<file path="src/hdl/ifs_pkg.sv">
// constants for the input filter and source switch block
// assumes one 125 MHz clock and an apb master at the register port
//
// Notes on behaviour
// alternate terminal selects alternate command, frequency sources
// terminal function code 15 means alternate-source
// alternate terminal selects alternate torque source
// alternate settings locked while primary selection runs
// torque sources only with sensorless/vector plus torque
// on recognised after on-delay, 0 to 10000 ms
// off recognised after off-delay, 0 to 10000 ms
// each terminal normally open or normally closed
// contact and status words 8 bits, reset zero
// status shows on state, inverted for closed contacts
// controller sets alternate sources before asserting terminal
// invert contact type first, then ms-tick delay counters
package ifs_pkg;

  // ----------------------------------------------------------------
  // clock and timing
  // ----------------------------------------------------------------
  localparam int unsigned CLK_HZ        = 125_000_000;
  localparam int unsigned TICK_MS       = 1;          // time base in ms
  localparam int unsigned TICK_CYCLES   = CLK_HZ / 1000 * TICK_MS;
  localparam int unsigned DELAY_MAX_MS  = 10000;
  localparam int unsigned DELAY_W       = 14;
  localparam logic [13:0] DELAY_MAX     = 14'h2710;   // 10000 ms
  localparam logic [13:0] DELAY_RST     = 14'h0000;

  // ----------------------------------------------------------------
  // terminals and codes
  // ----------------------------------------------------------------
  localparam int unsigned NUM_TERM      = 8;
  localparam int unsigned FUNC_W        = 8;
  localparam logic [7:0]  FUNC_ALT_SRC  = 8'h0F;      // code 15
  localparam logic [7:0]  FUNC_RST      = 8'h00;
  localparam int unsigned SRC_W         = 4;
  localparam logic [3:0]  CMD_PRI_RST   = 4'h1;
  localparam logic [3:0]  FREQ_PRI_RST  = 4'h2;
  localparam logic [3:0]  TRQ_PRI_RST   = 4'h0;
  localparam logic [3:0]  CMD_ALT_RST   = 4'h0;
  localparam logic [3:0]  FREQ_ALT_RST  = 4'h0;
  localparam logic [3:0]  TRQ_ALT_RST   = 4'h0;
  localparam logic [7:0]  CONTACT_RST   = 8'h00;

  // control modes; torque sources exist in the last two only
  localparam logic [1:0]  MODE_VF       = 2'h0;
  localparam logic [1:0]  MODE_SLIP     = 2'h1;
  localparam logic [1:0]  MODE_SENSLESS = 2'h2;
  localparam logic [1:0]  MODE_VECTOR   = 2'h3;

  // ----------------------------------------------------------------
  // register byte addresses
  // ----------------------------------------------------------------
  localparam logic [7:0]  ADDR_CONTACT  = 8'h00;
  localparam logic [7:0]  ADDR_STATE    = 8'h04;
  localparam logic [7:0]  ADDR_ON_DLY   = 8'h08;
  localparam logic [7:0]  ADDR_OFF_DLY  = 8'h0C;
  localparam logic [7:0]  ADDR_FUNC_LO  = 8'h10;      // terminals 1..4
  localparam logic [7:0]  ADDR_FUNC_HI  = 8'h14;      // terminals 5..8
  localparam logic [7:0]  ADDR_PRI_SRC  = 8'h18;
  localparam logic [7:0]  ADDR_ALT_SRC  = 8'h1C;
  localparam logic [7:0]  ADDR_MODE     = 8'h20;
  localparam logic [7:0]  ADDR_TRQ_SRC  = 8'h24;
  localparam logic [7:0]  ADDR_STATUS   = 8'h28;

  // field positions
  localparam int unsigned CMD_LSB       = 0;          // in source regs
  localparam int unsigned FREQ_LSB      = 8;
  localparam int unsigned TRQ_PRI_LSB   = 0;          // in torque reg
  localparam int unsigned TRQ_ALT_LSB   = 8;
  localparam int unsigned MODE_LSB      = 0;
  localparam int unsigned TRQ_EN_BIT    = 4;
  localparam int unsigned ST_ALT_BIT    = 0;
  localparam int unsigned ST_TRQ_BIT    = 1;
  localparam int unsigned ST_RUN_BIT    = 2;

endpackage : ifs_pkg

</file>
<file path="src/hdl/ifs_filter.sv">
// on/off recognition delay for one terminal
// assumes a level already corrected for contact type and a ms tick
module ifs_filter #(
  parameter int unsigned DW = 14
) (
  input  wire logic          pclk,
  input  wire logic          presetn,
  input  wire logic          tick,
  input  wire logic          level,
  input  wire logic [DW-1:0] on_delay,
  input  wire logic [DW-1:0] off_delay,
  output logic               state
);

  logic [DW-1:0] cnt_q;
  logic [DW-1:0] cnt_d;
  logic          state_q;
  logic          state_d;
  logic [DW-1:0] limit;
  logic          differ;
  logic          expired;

  // --------------------------------------------------------------
  // delay selection
  // --------------------------------------------------------------
  assign limit   = level ? on_delay : off_delay;       // see R6
  assign differ  = level != state_q;
  assign expired = cnt_q >= limit;

  // counter restarts whenever the input returns to the held state,
  // so a bounce spanning fewer ms ticks than the delay never reaches the output
  always_comb
  begin
    cnt_d   = cnt_q;
    state_d = state_q;
    if (!differ)
    begin
      cnt_d = '0;
    end
    else if (expired)
    begin
      state_d = level;                                 // see R6
      cnt_d   = '0;
    end
    else if (tick)
    begin
      cnt_d = cnt_q + 1'b1;
    end
  end

  // state and counter
  always_ff @(posedge pclk or negedge presetn)
  begin
    if (!presetn)
    begin
      cnt_q   <= '0;
      state_q <= 1'b0;
    end
    else
    begin
      cnt_q   <= cnt_d;
      state_q <= state_d;
    end
  end

  assign state = state_q;

endmodule : ifs_filter

</file>
<file path="src/hdl/ifs_top.sv">
// terminal conditioning and primary/alternate source switch
// assumes apb3 master on pclk and terminals synchronous to pclk
//
// Local design decisions: the register addresses and register access over APB.
module ifs_top #(
  parameter int unsigned TICK_CYCLES = ifs_pkg::TICK_CYCLES,
  parameter int unsigned NUM_TERM    = ifs_pkg::NUM_TERM
) (
  input  wire logic                       pclk,
  input  wire logic                       presetn,
  input  wire logic                       psel,
  input  wire logic                       penable,
  input  wire logic                       pwrite,
  input  wire logic [7:0]                 paddr,
  input  wire logic [31:0]                pwdata,
  output logic      [31:0]                prdata,
  output logic                            pready,
  output logic                            pslverr,
  input  wire logic [NUM_TERM-1:0]        terminal_raw,
  input  wire logic                       drive_running,
  output logic      [NUM_TERM-1:0]        input_terminal_state,
  output logic                            alternate_source_select,
  output logic      [ifs_pkg::SRC_W-1:0]  active_cmd_origin,
  output logic      [ifs_pkg::SRC_W-1:0]  active_freq_origin,
  output logic      [ifs_pkg::SRC_W-1:0]  active_torque_origin,
  output logic                            torque_origin_valid
);

  localparam int unsigned DW = ifs_pkg::DELAY_W;
  localparam int unsigned SW = ifs_pkg::SRC_W;
  localparam int unsigned TW = $clog2(TICK_CYCLES + 1);

  // ----------------------------------------------------------------
  // millisecond time base
  // ----------------------------------------------------------------
  logic [TW-1:0] div_q;
  logic          tick;

  assign tick = div_q == TW'(TICK_CYCLES - 1);

  // one-cycle enable every millisecond for the delay counters
  always_ff @(posedge pclk or negedge presetn)
  begin
    if (!presetn)
    begin
      div_q <= '0;
    end
    else
    begin
      div_q <= tick ? '0 : div_q + 1'b1;
    end
  end

  // ----------------------------------------------------------------
  // configuration registers
  // ----------------------------------------------------------------
  logic [NUM_TERM-1:0]    contact_q;
  logic [DW-1:0]          on_dly_q;
  logic [DW-1:0]          off_dly_q;
  logic [7:0]             func_q [NUM_TERM];
  logic [SW-1:0]          cmd_pri_q;
  logic [SW-1:0]          freq_pri_q;
  logic [SW-1:0]          cmd_alt_q;
  logic [SW-1:0]          freq_alt_q;
  logic [SW-1:0]          trq_pri_q;
  logic [SW-1:0]          trq_alt_q;
  logic [1:0]             mode_q;
  logic                   trq_en_q;

  // ----------------------------------------------------------------
  // apb decode
  // ----------------------------------------------------------------
  logic        setup;
  logic        access;
  logic        wr;
  logic        hit;
  logic        locked;
  logic        refused;
  logic        trq_avail;
  logic [13:0] wr_delay;
  logic [31:0] rd_mux;
  logic        err_q;
  logic [31:0] rdata_q;

  // saturate delay writes at the top of the legal range
  function automatic logic [13:0] clamp_delay(input logic [31:0] v);
    clamp_delay = (v > 32'(ifs_pkg::DELAY_MAX)) ? ifs_pkg::DELAY_MAX
                                                : v[13:0];
  endfunction : clamp_delay

  assign setup    = psel && !penable;
  assign access   = psel && penable;
  assign wr       = access && pwrite && !err_q;
  assign wr_delay = clamp_delay(pwdata);
  assign hit      = paddr == ifs_pkg::ADDR_CONTACT
                 || paddr == ifs_pkg::ADDR_STATE
                 || paddr == ifs_pkg::ADDR_ON_DLY
                 || paddr == ifs_pkg::ADDR_OFF_DLY
                 || paddr == ifs_pkg::ADDR_FUNC_LO
                 || paddr == ifs_pkg::ADDR_FUNC_HI
                 || paddr == ifs_pkg::ADDR_PRI_SRC
                 || paddr == ifs_pkg::ADDR_ALT_SRC
                 || paddr == ifs_pkg::ADDR_MODE
                 || paddr == ifs_pkg::ADDR_TRQ_SRC
                 || paddr == ifs_pkg::ADDR_STATUS;
  // alternate settings frozen while running on the primary set
  assign locked   = drive_running && !alternate_source_select;
  assign trq_avail = trq_en_q && (mode_q == ifs_pkg::MODE_SENSLESS
                               || mode_q == ifs_pkg::MODE_VECTOR);
  assign refused  = pwrite && ((paddr == ifs_pkg::ADDR_ALT_SRC && locked)
                 || (paddr == ifs_pkg::ADDR_TRQ_SRC
                     && (!trq_avail || locked)))
                 || (pwrite && paddr == ifs_pkg::ADDR_STATE)
                 || (pwrite && paddr == ifs_pkg::ADDR_STATUS);

  // read mux; torque sources read as zero when not available
  always_comb
  begin
    rd_mux = 32'h0000_0000;
    unique case (paddr)
      ifs_pkg::ADDR_CONTACT: rd_mux[NUM_TERM-1:0] = contact_q;
      ifs_pkg::ADDR_STATE:   rd_mux[NUM_TERM-1:0] = input_terminal_state;
      ifs_pkg::ADDR_ON_DLY:  rd_mux[DW-1:0] = on_dly_q;
      ifs_pkg::ADDR_OFF_DLY: rd_mux[DW-1:0] = off_dly_q;
      ifs_pkg::ADDR_FUNC_LO: rd_mux = {func_q[3], func_q[2],
                                       func_q[1], func_q[0]};
      ifs_pkg::ADDR_FUNC_HI: rd_mux = {func_q[7], func_q[6],
                                       func_q[5], func_q[4]};
      ifs_pkg::ADDR_PRI_SRC:
      begin
        rd_mux[ifs_pkg::CMD_LSB +: SW]  = cmd_pri_q;
        rd_mux[ifs_pkg::FREQ_LSB +: SW] = freq_pri_q;
      end
      ifs_pkg::ADDR_ALT_SRC:
      begin
        rd_mux[ifs_pkg::CMD_LSB +: SW]  = cmd_alt_q;
        rd_mux[ifs_pkg::FREQ_LSB +: SW] = freq_alt_q;
      end
      ifs_pkg::ADDR_MODE:
      begin
        rd_mux[ifs_pkg::MODE_LSB +: 2]  = mode_q;
        rd_mux[ifs_pkg::TRQ_EN_BIT]     = trq_en_q;
      end
      ifs_pkg::ADDR_TRQ_SRC:
      begin
        if (trq_avail)
        begin
          rd_mux[ifs_pkg::TRQ_PRI_LSB +: SW] = trq_pri_q;
          rd_mux[ifs_pkg::TRQ_ALT_LSB +: SW] = trq_alt_q;
        end
      end
      ifs_pkg::ADDR_STATUS:
      begin
        rd_mux[ifs_pkg::ST_ALT_BIT] = alternate_source_select;
        rd_mux[ifs_pkg::ST_TRQ_BIT] = trq_avail;
        rd_mux[ifs_pkg::ST_RUN_BIT] = drive_running;
      end
      default:               rd_mux = 32'h0000_0000;
    endcase
  end

  // answer prepared in the setup cycle so prdata comes from flops
  always_ff @(posedge pclk or negedge presetn)
  begin
    if (!presetn)
    begin
      rdata_q <= 32'h0000_0000;
      err_q   <= 1'b0;
    end
    else if (setup)
    begin
      rdata_q <= pwrite ? 32'h0000_0000 : rd_mux;
      err_q   <= !hit || refused;
    end
  end

  assign pready  = 1'b1;                 // zero wait states
  assign pslverr = access && err_q;
  assign prdata  = rdata_q;

  // ----------------------------------------------------------------
  // register writes
  // ----------------------------------------------------------------
  // writes land at the access edge; refused ones change nothing
  always_ff @(posedge pclk or negedge presetn)
  begin
    if (!presetn)
    begin
      contact_q  <= ifs_pkg::CONTACT_RST;
      on_dly_q   <= ifs_pkg::DELAY_RST;
      off_dly_q  <= ifs_pkg::DELAY_RST;
      cmd_pri_q  <= ifs_pkg::CMD_PRI_RST;
      freq_pri_q <= ifs_pkg::FREQ_PRI_RST;
      cmd_alt_q  <= ifs_pkg::CMD_ALT_RST;
      freq_alt_q <= ifs_pkg::FREQ_ALT_RST;
      trq_pri_q  <= ifs_pkg::TRQ_PRI_RST;
      trq_alt_q  <= ifs_pkg::TRQ_ALT_RST;
      mode_q     <= ifs_pkg::MODE_VF;
      trq_en_q   <= 1'b0;
    end
    else if (wr)
    begin
      unique case (paddr)
        ifs_pkg::ADDR_CONTACT: contact_q <= pwdata[NUM_TERM-1:0];
        ifs_pkg::ADDR_ON_DLY:  on_dly_q  <= wr_delay;
        ifs_pkg::ADDR_OFF_DLY: off_dly_q <= wr_delay;
        ifs_pkg::ADDR_PRI_SRC:
        begin
          cmd_pri_q  <= pwdata[ifs_pkg::CMD_LSB +: SW];
          freq_pri_q <= pwdata[ifs_pkg::FREQ_LSB +: SW];
        end
        ifs_pkg::ADDR_ALT_SRC:
        begin
          cmd_alt_q  <= pwdata[ifs_pkg::CMD_LSB +: SW];
          freq_alt_q <= pwdata[ifs_pkg::FREQ_LSB +: SW];
        end
        ifs_pkg::ADDR_MODE:
        begin
          mode_q   <= pwdata[ifs_pkg::MODE_LSB +: 2];
          trq_en_q <= pwdata[ifs_pkg::TRQ_EN_BIT];
        end
        ifs_pkg::ADDR_TRQ_SRC:
        begin
          trq_pri_q <= pwdata[ifs_pkg::TRQ_PRI_LSB +: SW];
          trq_alt_q <= pwdata[ifs_pkg::TRQ_ALT_LSB +: SW];
        end
        default:
        begin
        end
      endcase
    end
  end

  // ----------------------------------------------------------------
  // per-terminal function code, contact fix-up and filter
  // ----------------------------------------------------------------
  logic [NUM_TERM-1:0] level;
  logic [NUM_TERM-1:0] alt_hit;

  genvar gi;
  generate
    for (gi = 0; gi < NUM_TERM; gi++)
    begin : g_term
      localparam logic [7:0] FADDR = (gi < 4) ? ifs_pkg::ADDR_FUNC_LO
                                              : ifs_pkg::ADDR_FUNC_HI;
      localparam int unsigned FLSB = (gi % 4) * 8;

      // function code byte for this terminal
      always_ff @(posedge pclk or negedge presetn)
      begin
        if (!presetn)
        begin
          func_q[gi] <= ifs_pkg::FUNC_RST;
        end
        else if (wr && paddr == FADDR)
        begin
          func_q[gi] <= pwdata[FLSB +: 8];
        end
      end

      // closed contact reads active when the raw line is low
      assign level[gi] = terminal_raw[gi] ^ contact_q[gi]; // see R10

      ifs_filter #(
        .DW (DW)
      ) u_filter (
        .pclk      (pclk),
        .presetn   (presetn),
        .tick      (tick),
        .level     (level[gi]),
        .on_delay  (on_dly_q),
        .off_delay (off_dly_q),
        .state     (input_terminal_state[gi])
      );

      assign alt_hit[gi] = input_terminal_state[gi]
                        && func_q[gi] == ifs_pkg::FUNC_ALT_SRC;
    end
  endgenerate

  // ----------------------------------------------------------------
  // source selection
  // ----------------------------------------------------------------
  // switch is immediate, the controller must preload the alternates
  assign alternate_source_select = |alt_hit;
  assign active_cmd_origin  = alternate_source_select ? cmd_alt_q
                                                      : cmd_pri_q;
  assign active_freq_origin = alternate_source_select ? freq_alt_q
                                                      : freq_pri_q;
  assign active_torque_origin = !trq_avail ? '0
                              : alternate_source_select ? trq_alt_q
                                                        : trq_pri_q;
  assign torque_origin_valid = trq_avail;

endmodule : ifs_top

</file>
<file path="config.mk">
export PLATFORM = sky130hd
export DESIGN_NAME = ifs_top
export DESIGN_NICKNAME = d
export VERILOG_FILES = /design/src/hdl/ifs_pkg.sv /design/src/hdl/ifs_filter.sv /design/src/hdl/ifs_top.sv
export SDC_FILE = /design/constraint.sdc
export NUM_CORES = 1
export LEC_CHECK = 0
export BUFFER_PORTS_ARGS = -buffer_cell sky130_fd_sc_hd__buf_2
export CAP_MARGIN = 40
export CORE_AREA = 10 10 214 216
export CTS_CLUSTER_DIAMETER = 50
export DETAILED_ROUTE_END_ITERATION = 10
export DIE_AREA = 0 0 224 226
export PLACE_DENSITY = 0.67
export SETUP_SLACK_MARGIN = 0.5
export SYNTH_ARGS = -nofsm -noshare
export SYNTH_HDL_FRONTEND = slang
export SYNTH_HIERARCHICAL = 1
export SYNTH_SLANG_ARGS = --single-unit
</file>
<file path="constraint.sdc">
create_clock -name pclk -period 2.6 [get_ports pclk]
set_input_delay 0.65 -clock pclk [delete_from_list [all_inputs] [get_ports pclk]]
set_output_delay 0.65 -clock pclk [all_outputs]
set_load 0.03 [all_outputs]
</file>
# Word level (Yosys, flattened, before mapping)
# Index checks and enable logic that the tools add are counted.
dict set report classes {
  addsub 9
  order_cmp 9
  n_eq_ne 37
  muxes 49
  bitwise 8
  reduce_logical 60
}
# operator n
set op_table {}
lappend op_table {{$mux 14} 33}
lappend op_table {{$add 14x1->14 const B} 8}
lappend op_table {{$ge 14x14->1} 8}
lappend op_table {{$eq 8x4->1 const B} 10}
lappend op_table {{$pmux 18 s2} 1}
lappend op_table {{$eq 8x5->1 const B} 4}
lappend op_table {{$gt 32x14->1 const B} 1}
lappend op_table {{$mux 32} 1}
lappend op_table {{$reduce_and 2->1} 15}
lappend op_table {{$pmux 4 s7} 1}
lappend op_table {{$eq 8x6->1 const B} 3}
lappend op_table {{$mux 4} 6}
lappend op_table {{$ne 3x3->1 const B} 8}
lappend op_table {{$logic_and 1x1->1} 22}
lappend op_table {{$pmux 2 s11} 1}
lappend op_table {{$pmux 3 s6} 1}
lappend op_table {{$add 17x1->17 const B} 1}
lappend op_table {{$eq 17x17->1 const B} 1}
lappend op_table {{$mux 17} 1}
lappend op_table {{$logic_or 1x1->1} 16}
lappend op_table {{$pmux 1 s10} 1}
lappend op_table {{$pmux 1 s9} 1}
lappend op_table {{$eq 8x3->1 const B} 1}
lappend op_table {{$logic_not 8->1} 1}
lappend op_table {{other kinds (7)} 26}
dict set report word_totals {
  reg_bits 297
  inputBits 54
  output_inout_bits 56
  word_cells 210
}

# Logic depth before layout (Yosys ltp)
dict set report logic_depth {
  depth_word 13
  ltp_mapped 11
  mapped_depth_nobuf 8
}

# Hierarchy
# The synthesis kept the hierarchy.
# module instances cells_per_inst area_each_um2
set by_module_without_submodules {}
lappend by_module_without_submodules {ifs_filter 8 127 1221.2}
lappend by_module_without_submodules {ifs_top 1 729 8610.8}

# Worst setup path before layout
# Ideal clock, no wire load.
dict set report synth_timing {
  path_type {register -> output}
  start {register g_term[3].u_filter.state_q}
  end {output port active_cmd_origin[0] (netlist name)}
  t_arrival_ps 2217
  slack_ps -267
  path_stages_with_launch 7
  path_buffers 0
  path_cell_list {dfrtp_1 > or4b_2 > nor4b_1 > or4_4 > nor2_4 > inv_6 > mux2_2}
}
dict set report synth_via {
  elab_chain_cells 3
}
# element line
set synth_lines {}
lappend synth_lines {{start, declared} ifs_filter.sv:17} ;# logic state_q;
lappend synth_lines {{start signal, assigned} ifs_filter.sv:62} ;# state_q <= state_d;
lappend synth_lines {{$logic_and 1x1->1} ifs_top.sv:277} ;# && func_q[gi] == ifs_pkg::FUNC_ALT_SRC;
lappend synth_lines {{$reduce_or 8->1} ifs_top.sv:285} ;# assign alternate_source_select = |alt_hit;
lappend synth_lines {{named net alternate_source_select} ifs_top.sv:22} ;# output logic alternate_source_select,
lappend synth_lines {{$mux 4} ifs_top.sv:286} ;# assign active_cmd_origin = alternate_source_select ? cmd_alt_q
lappend synth_lines {{end, declared} ifs_top.sv:23} ;# output logic [ifs_pkg::SRC_W-1:0] active_cmd_origin,
# The timed path passes the listed nets, and every way through them passes these cells.

# Worst setup path after layout
dict set report layout_timing {
  start {register g_term[7].u_filter.state_q}
  end {output port active_cmd_origin[3] (netlist name)}
}
dict set report layout_via {
  elab_chain_cells 3
}
# element line
set layout_lines {}
lappend layout_lines {{start, declared} ifs_filter.sv:17}
lappend layout_lines {{start signal, assigned} ifs_filter.sv:62}
lappend layout_lines {{$logic_and 1x1->1} ifs_top.sv:277}
lappend layout_lines {{$reduce_or 8->1} ifs_top.sv:285}
lappend layout_lines {{$mux 4} ifs_top.sv:286}
# No other way between the ends.

==> qor.yml <==
irDropWorstVdd_uv: 500
cts_root_buffer: "clkbuf_16"
hold_viol: 0
die_h_um: 226
seqCellArea_mm2: 0.00747
clock_skew_ns: 0.0360
grt_max_degree: 66
num_vias: 16000
worstSetupEndpointType: "output port"
antennaDiodeCount: 0
fin_crit_ns: 3.34
route.detailed.drc: 0
internal_power_uw: 8500
drive_above_1_share_pct: 45.0
drt_wl_total_um: 63600
avgSynthCellArea_um2: 10.5
drt_first_iter_violations: 1238
area_growth_pct: 39.9
slew-limit-headroom_pct: 46.3
first_pass_iters: 7
htreeDepth: 2
grt_util_met1_pct: 29.6
status: "complete, but fails checks"
pwr-share-clk_pct: 51.6
yosys_warnings: 6
busiest_layer: "met2"
path_max_fanout: 3
use_met3_pct: 4.89
clk_path_buf_depth: 3
clk_latency_ns: 0.57
maxCapViolCount: 0
arrival_ns: 2.69
yosys-top-cells-area: "dfrtp_1 (40%), ha_1 (8.2%), mux2i_1 (7.1%)"
final_common_cell: "dfrtp_1"
worst_pin_slew_ns: 0.805
grt_pass1_wl_um: 94400
grt_antenna_before_repair: 2
synthArstFlopShare_pct: 100
switchingPower_uw: 2630
clkTransAtPathRegs_ns: 0.06
initial_core_util_pct: 44.2
p_per_area_mw_per_mm2: 433
ys_seq_elements: 297
synth_nets: 1920
io-pin-count: 110
grt_usage_pct: 23.7
required_ns: 1.95
fmax_ghz: 0.300
seq_power_share_pct: 41.8
dp_hpwl_um: 40700
fillers: 3145
final_antenna_net_count: 0
clock_sinks: 297
gp_congestion: 0.909
ys_seq_area_share_pct: 40.4
core_mm2: 0.0416
stdcell_count: 2647
cts_tree: "yes"
layout_common_cells: "dfrtp_1 (268), buf_4 (165), nand2_1 (127)"
p_leak_uw: 0.0114
multi_input_area_mm2: 0.0126
grt_setup_unrepaired: "yes"
final_net_count: 2253
fp.dieArea_mm2: 0.0506
synth_ff_type: "dfrtp_1"
synth-edff-count: 0
syn_area_mm2: 0.0184
worst_slack_ns: -0.737
violations: "negative setup slack"
comb_power_share_pct: 6.6
die_x_um: 224
rows: 75
postSynthCellCount: 1745
hold_class: "in2async"
min_period_over_period_pct: 128
crit_path_start_kind: "flip-flop"
fin_hold_ws_ns: 0.0113
p_sw_share_pct: 23.7
ys_types: 80
synth_top_area_share_pct: 40.2
grtUsageMet2_pct: 39.5
cts_buffers: 40
dp_cells: 2482
path_class: "reg2out"
io_buffers: 108
vias_per_cell: 6.03
first_global_vias: 16300
wl_per_cell_um: 24.0
setup_viol: 13
yosysTopAreaCell: "dfrtp_1"
maxSlewViolCount: 0
grt-ovfl-total: 0
[synthesized netlist by cell type, types with 18 or more instances]
cell,n
a21oi_1,57
nor2_1,194
and3_1,32
inv_1,27
nand2_1,140
buf_2,31
xnor2_1,78
a22o_1,18
a22oi_1,23
nor3_2,20
mux2i_1,131
xor2_1,56
nand3_1,58
nand4_1,46
dfrtp_1,295
mux2_1,18
ha_1,121
o21ai_0,44
mux2_2,110
[state kept, by name (all words and copies together) (netlist names), 2 cells and up]
name / cells
cmd_alt_q: 4
cmd_pri_q: 4
contact_q: 8
div_q: 17
freq_alt_q: 4
freq_pri_q: 4
func_q: 64
g_term.u_filter/cnt_q: 112
g_term.u_filter/state: 8
mode_q: 2
off_dly_q: 14
on_dly_q: 14
prdata: 32
trq_alt_q: 4
trq_pri_q: 4
[critical path, cell delays in order, from the launching register on]
cell     delay (ns)
dfrtp_2        0.44
or4b_4         0.23
nor4b_4        0.04
or4_4          0.53
nor2_4         0.27
buf_12         0.15
mux2_4         0.30
buf_6          0.14
[worst paths after layout]
| check | start | endpoint | slack [ns] | cells past startpoint |
|---|---|---|---|---|
| worst min register to register | prdata[19] | prdata[19] | 0.47 | 2 |
| worst min-delay path | presetn | g_term[7].u_filter/cnt_q[9] | 0.01 | 1 |
| worst max register to register | off_dly_q[5] | g_term[6].u_filter/cnt_q[0] | 0.01 | 9 |
| worst max-delay path | g_term[7].u_filter/state | active_cmd_origin[3] | -0.74 | 7 |
| max in group asynchronous | presetn | freq_pri_q[1] | 1.78 | 2 |
| min in group pclk | pwdata[23] | func_q[47] | 0.34 | 2 |
[what timing repair did]
action                     4_1_cts  5_1_grt
setup buffers                   55       22
pin swaps                      120       90
hold buffers                     0        0
setup endpoints to repair      137      154
cloned                          13        3
gates resized for setup        295      264
[through the flow]
stage / util [%] / setup slack [ns] / instance area, um2 / power, uW / TNS (ns)
after floorplan: - / -0.0770 / 18600 / 4990 / -0.739
after global placement: 50.2 / -0.298 / 20900 / 5330 / -6.40
after detailed placement: 50.2 / -0.364 / 20900 / 5340 / -14.02
after CTS: 58.4 / -0.750 / 24300 / 11200 / -9.19
after global routing: 61.9 / -0.784 / 25700 / 11500 / -11.62
final: 61.9 / -0.737 / 25700 / 11100 / -8.96
[routing by layer]
| layer | vias to the layer above | share of wire [%] |
|---|---|---|
| li1 | 6989 | - |
| met1 | 8087 | 39 |
| met2 | 682 | 49 |
| met3 | 210 | 7.6 |
| met4 | 4 | 4.4 |
| met5 | - | 0.027 |
[kinds of logic (layout without fill, tap and decap cells)]
family	count (synthesis)	count (layout)	synth area share, %
flops	297	297	40.4
xor+xnor	134	134	6.39
buf+inv	100	462	2.97
other cells	1	1	0.0204
fa+ha+maj	121	121	8.24
compound gates	216	216	8.22
simple gates	612	613	18.2
mux	264	264	15.5
[power by group through the flow]
stage | clock (uW) | combinational, uW | sequential [uW]
floorplan | 0 | 248 | 4740
global placement | 0 | 602 | 4730
detailed placement | 0 | 606 | 4730
CTS | 5830 | 704 | 4650
global route | 6030 | 779 | 4650
finish | 5740 | 739 | 4650
[final cells by class]
type                            count  area share (%)
Inverter                           29           0.443
Tap cell                          539            2.62
Multi-Input combinational cell   1349            49.1
Clock inverter                     21            1.07
Clock buffer                       51            4.33
Timing Repair Buffer              361            13.3
Sequential cell                   297            29.0
(Power assumes the default switching activity.)
